`src/ewg_pkg.sv`:
```
// constants for the eeprom write unlock gate
// assumes a 32-bit apb slave port and one core clock
`default_nettype none
package ewg_pkg;
  localparam logic [7:0]  EWG_UNLOCK_KEY       = 8'hE2;
  localparam int          EWG_UNLOCK_INDEX     = 'hC9;
  localparam logic [11:0] EWG_UNLOCK_ADDR      = 12'(EWG_UNLOCK_INDEX * 4);
  localparam logic [11:0] EWG_IRQ_STATUS_ADDR  = 12'h000;
  localparam logic [11:0] EWG_IRQ_MASK_ADDR    = 12'h004;
  localparam int          EWG_TIMEOUT_BIT      = 6;
  localparam int          EWG_ENABLE_BIT       = 5;
  localparam int          EWG_IRQ_TIMEOUT_BIT  = 0;
  localparam int          EWG_IRQ_BLOCKED_BIT  = 1;
  localparam int          EWG_IRQ_W            = 2;
  localparam logic        EWG_ENABLE_RST       = 1'b0;
  localparam int          EWG_TIMEOUT_CYCLES   = 1000;
  localparam int          EWG_EE_ADDR_W        = 8;
  localparam int          EWG_EE_DATA_W        = 8;
endpackage : ewg_pkg
`default_nettype wire

```
`src/ewg_gate_if.sv`:
```
// signals between the register block and the write gate
// assumes both ends run on the core clock
`default_nettype none
interface ewg_gate_if;
  logic wr_en;
  logic req;
  logic busy;
  logic fire;
  logic blocked;
  logic tmo;
  modport regs (output wr_en, output req, output busy, input fire, input blocked, input tmo);
  modport gate (input wr_en, input req, input busy, output fire, output blocked, output tmo);
endinterface : ewg_gate_if
`default_nettype wire

```
`src/ewg_gate.sv`:
```
// write gate and engine time-out watch
// assumes req is a one-cycle pulse and busy a level from the engine
`default_nettype none
module ewg_gate
  import ewg_pkg::*;
#(
  parameter int TIMEOUT_CYCLES = EWG_TIMEOUT_CYCLES
) (
  input  wire logic  core_clk_in,
  input  wire logic  reset_in,
  ewg_gate_if.gate   gif
);
  localparam int CW = $clog2(TIMEOUT_CYCLES + 1);
  localparam logic [CW-1:0] LIM = CW'(TIMEOUT_CYCLES - 1);

  typedef struct packed {
    logic [CW-1:0] cnt;
    logic          tmo;
  } ewg_gate_st_t;

  ewg_gate_st_t st_reg;
  ewg_gate_st_t st_next;

  ////////////////////////////////////////////////////////////////////////////
  // a request while the engine is busy is dropped, not queued
  assign gif.fire    = gif.req & gif.wr_en & ~gif.busy;
  assign gif.blocked = gif.req & ~(gif.wr_en & ~gif.busy);
  assign gif.tmo     = st_reg.tmo;

  always_comb begin
    st_next = st_reg;
    st_next.tmo = 1'b0;
    if (!gif.busy) begin
      st_next.cnt = '0;
    end else if (st_reg.cnt <= LIM) begin
      st_next.cnt = st_reg.cnt + CW'(1);
      st_next.tmo = (st_reg.cnt == LIM);
    end
  end

  always_ff @(posedge core_clk_in) begin
    if (reset_in) begin
      st_reg <= '0;
    end else begin
      st_reg <= st_next;
    end
  end
endmodule : ewg_gate
`default_nettype wire

```
`src/ewg_unlock.sv`:
```
// eeprom write unlock register with apb slave and interrupt
// assumes apb master on the core clock, engine busy level synchronous
`default_nettype none
module ewg_unlock
  import ewg_pkg::*;
#(
  parameter int TIMEOUT_CYCLES = EWG_TIMEOUT_CYCLES,
  parameter int EE_ADDR_W      = EWG_EE_ADDR_W,
  parameter int EE_DATA_W      = EWG_EE_DATA_W
) (
  input  wire logic                 core_clk_in,
  input  wire logic                 reset_in,
  input  wire logic                 psel_in,
  input  wire logic                 penable_in,
  input  wire logic                 pwrite_in,
  input  wire logic [11:0]          paddr_in,
  input  wire logic [31:0]          pwdata_in,
  output var  logic [31:0]          prdata_out,
  output var  logic                 pready_out,
  output var  logic                 pslverr_out,
  output var  logic                 irq_out,
  input  wire logic                 ee_wr_req_in,
  input  wire logic [EE_ADDR_W-1:0] ee_wr_addr_in,
  input  wire logic [EE_DATA_W-1:0] ee_wr_data_in,
  input  wire logic                 ee_busy_in,
  output var  logic                 ee_wr_strobe_out,
  output var  logic [EE_ADDR_W-1:0] ee_wr_addr_out,
  output var  logic [EE_DATA_W-1:0] ee_wr_data_out,
  output var  logic                 ee_write_enable_out
);
  generate
    if (TIMEOUT_CYCLES < 1 || EE_ADDR_W < 1 || EE_DATA_W < 1) begin : g_bad
      $error("ewg_unlock: parameter out of range");
    end
  endgenerate

  typedef struct packed {
    logic                 we;
    logic                 tmo_flag;
    logic [EWG_IRQ_W-1:0] irq_sts;
    logic [EWG_IRQ_W-1:0] irq_msk;
    logic                 pready;
    logic                 pslverr;
    logic [31:0]          prdata;
    logic                 irq;
    logic                 strobe;
    logic [EE_ADDR_W-1:0] addr;
    logic [EE_DATA_W-1:0] data;
  } ewg_st_t;

  ewg_st_t st_reg;
  ewg_st_t st_next;

  ewg_gate_if gif ();

  ////////////////////////////////////////////////////////////////////////////
  function automatic logic addr_ok(input logic [11:0] a);
    addr_ok = (a == EWG_UNLOCK_ADDR) || (a == EWG_IRQ_STATUS_ADDR) || (a == EWG_IRQ_MASK_ADDR);
  endfunction : addr_ok

  assign gif.wr_en = st_reg.we;
  assign gif.req   = ee_wr_req_in;
  assign gif.busy  = ee_busy_in;

  ewg_gate #(
    .TIMEOUT_CYCLES (TIMEOUT_CYCLES)
  ) u_gate (
    .core_clk_in (core_clk_in),
    .reset_in    (reset_in),
    .gif         (gif.gate)
  );

  ////////////////////////////////////////////////////////////////////////////
  logic                 access;
  logic                 done;
  logic [EWG_IRQ_W-1:0] ev;
  logic [EWG_IRQ_W-1:0] w1c;

  always_comb begin
    st_next = st_reg;
    access  = psel_in & penable_in;
    done    = access & st_reg.pready;
    ev      = '0;
    w1c     = '0;
    ev[EWG_IRQ_TIMEOUT_BIT] = gif.tmo & st_reg.we;
    ev[EWG_IRQ_BLOCKED_BIT] = gif.blocked;

    // one wait state: pready rises on the second access cycle
    st_next.pready  = access & ~st_reg.pready;
    st_next.pslverr = access & ~st_reg.pready & ~addr_ok(paddr_in);
    st_next.prdata  = '0;
    if (access && !st_reg.pready && !pwrite_in) begin
      unique case (paddr_in)
        EWG_UNLOCK_ADDR: begin
          st_next.prdata[EWG_TIMEOUT_BIT] = st_reg.tmo_flag;
          st_next.prdata[EWG_ENABLE_BIT]  = st_reg.we;
        end
        EWG_IRQ_STATUS_ADDR: st_next.prdata[EWG_IRQ_W-1:0] = st_reg.irq_sts;
        EWG_IRQ_MASK_ADDR:   st_next.prdata[EWG_IRQ_W-1:0] = st_reg.irq_msk;
        default:             st_next.prdata = '0;
      endcase
    end

    if (done && pwrite_in) begin
      unique case (paddr_in)
        EWG_UNLOCK_ADDR:     st_next.we = (pwdata_in[7:0] == EWG_UNLOCK_KEY);
        EWG_IRQ_STATUS_ADDR: w1c = pwdata_in[EWG_IRQ_W-1:0];
        EWG_IRQ_MASK_ADDR:   st_next.irq_msk = pwdata_in[EWG_IRQ_W-1:0];
        default:             w1c = '0;
      endcase
    end

    // time-out seen only while armed; cleared as soon as armed drops
    if (!st_next.we) begin
      st_next.tmo_flag = 1'b0;
    end else if (ev[EWG_IRQ_TIMEOUT_BIT]) begin
      st_next.tmo_flag = 1'b1;
    end

    // set beats clear when both land in one cycle
    st_next.irq_sts = (st_reg.irq_sts & ~w1c) | ev;
    st_next.irq     = |(st_next.irq_sts & st_next.irq_msk);

    st_next.strobe = gif.fire;
    if (gif.fire) begin
      st_next.addr = ee_wr_addr_in;
      st_next.data = ee_wr_data_in;
    end
  end

  always_ff @(posedge core_clk_in) begin
    if (reset_in) begin
      st_reg    <= '0;
      st_reg.we <= EWG_ENABLE_RST;
    end else begin
      st_reg <= st_next;
    end
  end

  ////////////////////////////////////////////////////////////////////////////
  assign prdata_out          = st_reg.prdata;
  assign pready_out          = st_reg.pready;
  assign pslverr_out         = st_reg.pslverr;
  assign irq_out             = st_reg.irq;
  assign ee_wr_strobe_out    = st_reg.strobe;
  assign ee_wr_addr_out      = st_reg.addr;
  assign ee_wr_data_out      = st_reg.data;
  assign ee_write_enable_out = st_reg.we;
endmodule : ewg_unlock
`default_nettype wire
```
`config.mk`:
```
export PLATFORM = sky130hd
export DESIGN_NAME = ewg_unlock
export DESIGN_NICKNAME = d
export VERILOG_FILES = /design/src/ewg_pkg.sv /design/src/ewg_gate_if.sv /design/src/ewg_gate.sv /design/src/ewg_unlock.sv
export SDC_FILE = /design/constraint.sdc
export NUM_CORES = 1
export LEC_CHECK = 0
export ABC_CLOCK_PERIOD_IN_PS = 2110
export BUFFER_PORTS_ARGS = -buffer_cell sky130_fd_sc_hd__buf_2
export CORE_UTILIZATION = 47
export CTS_CLUSTER_SIZE = 14
export DETAILED_ROUTE_END_ITERATION = 6
export PLACE_DENSITY = 0.93
export SYNTH_ARGS = -nofsm -noshare
export SYNTH_HDL_FRONTEND = slang
export SYNTH_SLANG_ARGS = --single-unit
```
`constraint.sdc`:
```
create_clock -name core_clk_in -period 2.11 [get_ports core_clk_in]
set_input_delay 0.3165 -clock core_clk_in [delete_from_list [all_inputs] [get_ports core_clk_in]]
set_output_delay 0.3165 -clock core_clk_in [all_outputs]
set_load 0.02 [all_outputs]
```
==> run metrics <==
status=finished clean; via count=1633; adder-cell share of the synthesized area=0.609%; CTS Root Cell=clkbuf_8; Crit. Startpoint=ee_write_enable_out$_SDFF_PP0_; Die W=68.1 microns; post-CTS setup buffer count=0; number of global-route vias before repair=1343; Remaining Overflow, GRT=0; Synth Area in XOR/XNOR=1.71%; slowest CP cell=and2_1; PortBufs=67; Area Growth Syn to Fin=11.7%; Fmax=0.653 GHz; post-route setup TNS=0 ns; Clock Skew=0.00303 ns; post-synthesis sequential area ratio=40.0%; Max IR drop VDD=0.000348 V; total wire length=3760 microns; Final Hold Viols=0; GRT Overall Usage=16.9%; Compound-Gate Fraction of Synth Area=8.28%; Slew @ Worst Pin=0.613 ns; area of the multi-input gates=923 sq um; Hold Path Origin=ee_wr_data_in[6]; simple-gate share of the synthesized area=26.3%; Slew HR=59.1%; CP cell instances=nor2b_1 -> and2_1 -> nand2_1 -> a21oi_1; Pleak=1.05 nW; post-synthesis cell count=246; initial core utilization=50.3%; Post-DP Area=2160 sq um; worst stage delay on the critical path=0.55 ns; initial antenna violation count=0; critical path's top delay family=simple AND/OR/NAND/NOR gates; Hold Slack=0.257 ns; CTS Buf Count=5; critical path peak fanout=16; die height=68.1 microns; Tcrit/Tclk final=72.5%; setup ws final=0.580 ns; start of the worst register-to-register path=ee_write_enable_out$_SDFF_PP0_; Slew Limit Fails=0; layout cell share with drive strength beyond 1=27.7%; Yosys warnings=0; final core utilization=56.2%; CP Class=register to register; Antenna Cells=0; clock sink total=41; clk_lat worst skew=0.29 ns; H-tree depth=2; Layout fillers=379; clock slew at reported path FFs=0.08 ns; Tmin final=1.53 ns; CP Buf/Inv Count=0; max reg flops=10; PD cells=721 nW/um^2; mapped cell area=2050 sq um; Detail Route Antenna Nets=0; Final #Nets=359; Hold Path Class=input port to register; max-cap violations=0; Storage cell area=821 sq um; drt first pass iters=4; Max Buffers Root-to-Sink=2; Final Cell Area=2290 sq um; Boundary Pins=120; gpl congestion=0.809; Worst EP arrival=1.75 ns; Req. time, crit path=2.33 ns; post-DP HPWL=2840 microns; core area=4090 sq um; dpl ws=0.508 ns; DR DRC count=0; # hold bufs at CTS=0; main combinational cell family by area after synthesis=simple AND/OR/NAND/NOR gates; nature of the critical path startpoint=register; # resized after CTS=0; CTS tree=built; die area=4640 sq um; ys async rst share=0%; multiplexer share of the synthesized area=2.92%; drt wl/cell=11.0 microns; Yosys reg bits=41; Post-synth top flop=dfxtp_1; Avg Cell Area, Syn=8.35 sq um; DRT iter0 DRCs=42; first-pass GRT wire length=5700 microns; Site Rows=23; number of flops mapped to enable cells by yosys=0; vias per inst=4.77; # setup viols final=0; Crit. End Element=register; distinct cell type count after synthesis=36; pin count of the biggest net entering global routing=29; RSZ-0062 raised after global routing=false
==> cells in the final DEF (no fill, tap or decap), drive strengths merged, types with 2 or more instances in the layout <==
cell     n
nand4    7
nor4     5
o21ai    2
clkbuf   5
nand3    6
bufinv   2
inv      5
and4     4
nand2   39
xnor2    3
dfxtp   41
a21oi   24
nor2    15
and2     5
or3      2
mux2i    6
nand2b   4
nor3b    2
nor2b    4
nor3     3
buf     67
conb    28
==> per-layer routing <==
layer | GRT usage (%) | share of wire, % | wire length [microns]
met1 | 18.9 | 42 | 1570
met2 | 28.4 | 50 | 1870
met3 | 6.17 | 7.7 | 290
met4 | 7.29 | 0.69 | 26
met5 | 0 | 0 | 0
==> report_power, final <==
group / internal, mW / leakage [nW] / switching [mW]
clock network: 0.470 / 0.0681 / 0.268
logic: 0.0433 / 0.652 / 0.0911
registers: 0.779 / 0.331 / 0.00329
==> worst reg2reg max path: stages, from the launching register on <==
cell and delay [ns]:
dfxtp_1 0.42, nor2b_1 0.22, and2_1 0.55, nand2_1 0.14, a21oi_1 0.14
==> synth_stat cells (all sizes together) (2+ instances only) <==
cell / instances / area (sq um)
a21oi: 24 / 120
and2: 5 / 31.3
and4: 4 / 35.0
buf: 50 / 370
clkbuf: 6 / 22.5
dfxtp: 41 / 821
inv: 5 / 18.8
mux2i: 6 / 60.1
nand2: 39 / 149
nand2b: 4 / 25.0
nand3: 6 / 30.0
nand4: 7 / 43.8
nor2: 15 / 56.3
nor2b: 4 / 25.0
nor3: 3 / 15.0
nor3b: 2 / 15.0
nor4: 5 / 61.3
o21ai: 2 / 10.0
or3: 2 / 12.5
xnor2: 3 / 26.3
==> cells by family after synthesis <==
logic type,after synthesis
simple gates,101
buf+inv,61
flops,41
compound gates,31
mux,6
xor+xnor,4
fa+ha+maj,1
other cells,1
==> layout make-up <==
type | instances | area share [%]
sequential | 41 | 35.8
timing repair buffer | 67 | 14.6
clock buffer | 5 | 3.00
inverter | 5 | 0.818
multi-input combinational | 171 | 40.2
clock inverter | 3 | 2.84
tap | 50 | 2.73
==> metrics by stage <==
| step | power, mW | cells |
|---|---|---|
| after global routing | 1.72 | 342 |
| after global placement | 0.931 | 334 |
| after detailed placement | 0.933 | 334 |
| after CTS | 1.67 | 342 |
| final | 1.65 | 342 |
| after floorplan | 0.918 | 273 |
==> final timing paths <==
kind	to	slack [ns]	depth (start not counted)
min	ee_wr_data_out[6]$_SDFFE_PP0P_	0.26	3
max	ee_wr_addr_out[6]$_SDFFE_PP0P_	0.58	4
min reg2reg	ee_wr_data_out[1]$_SDFFE_PP0P_	0.45	2
max reg2reg	ee_wr_addr_out[6]$_SDFFE_PP0P_	0.58	4
Power figures use the tool's default switching activity.
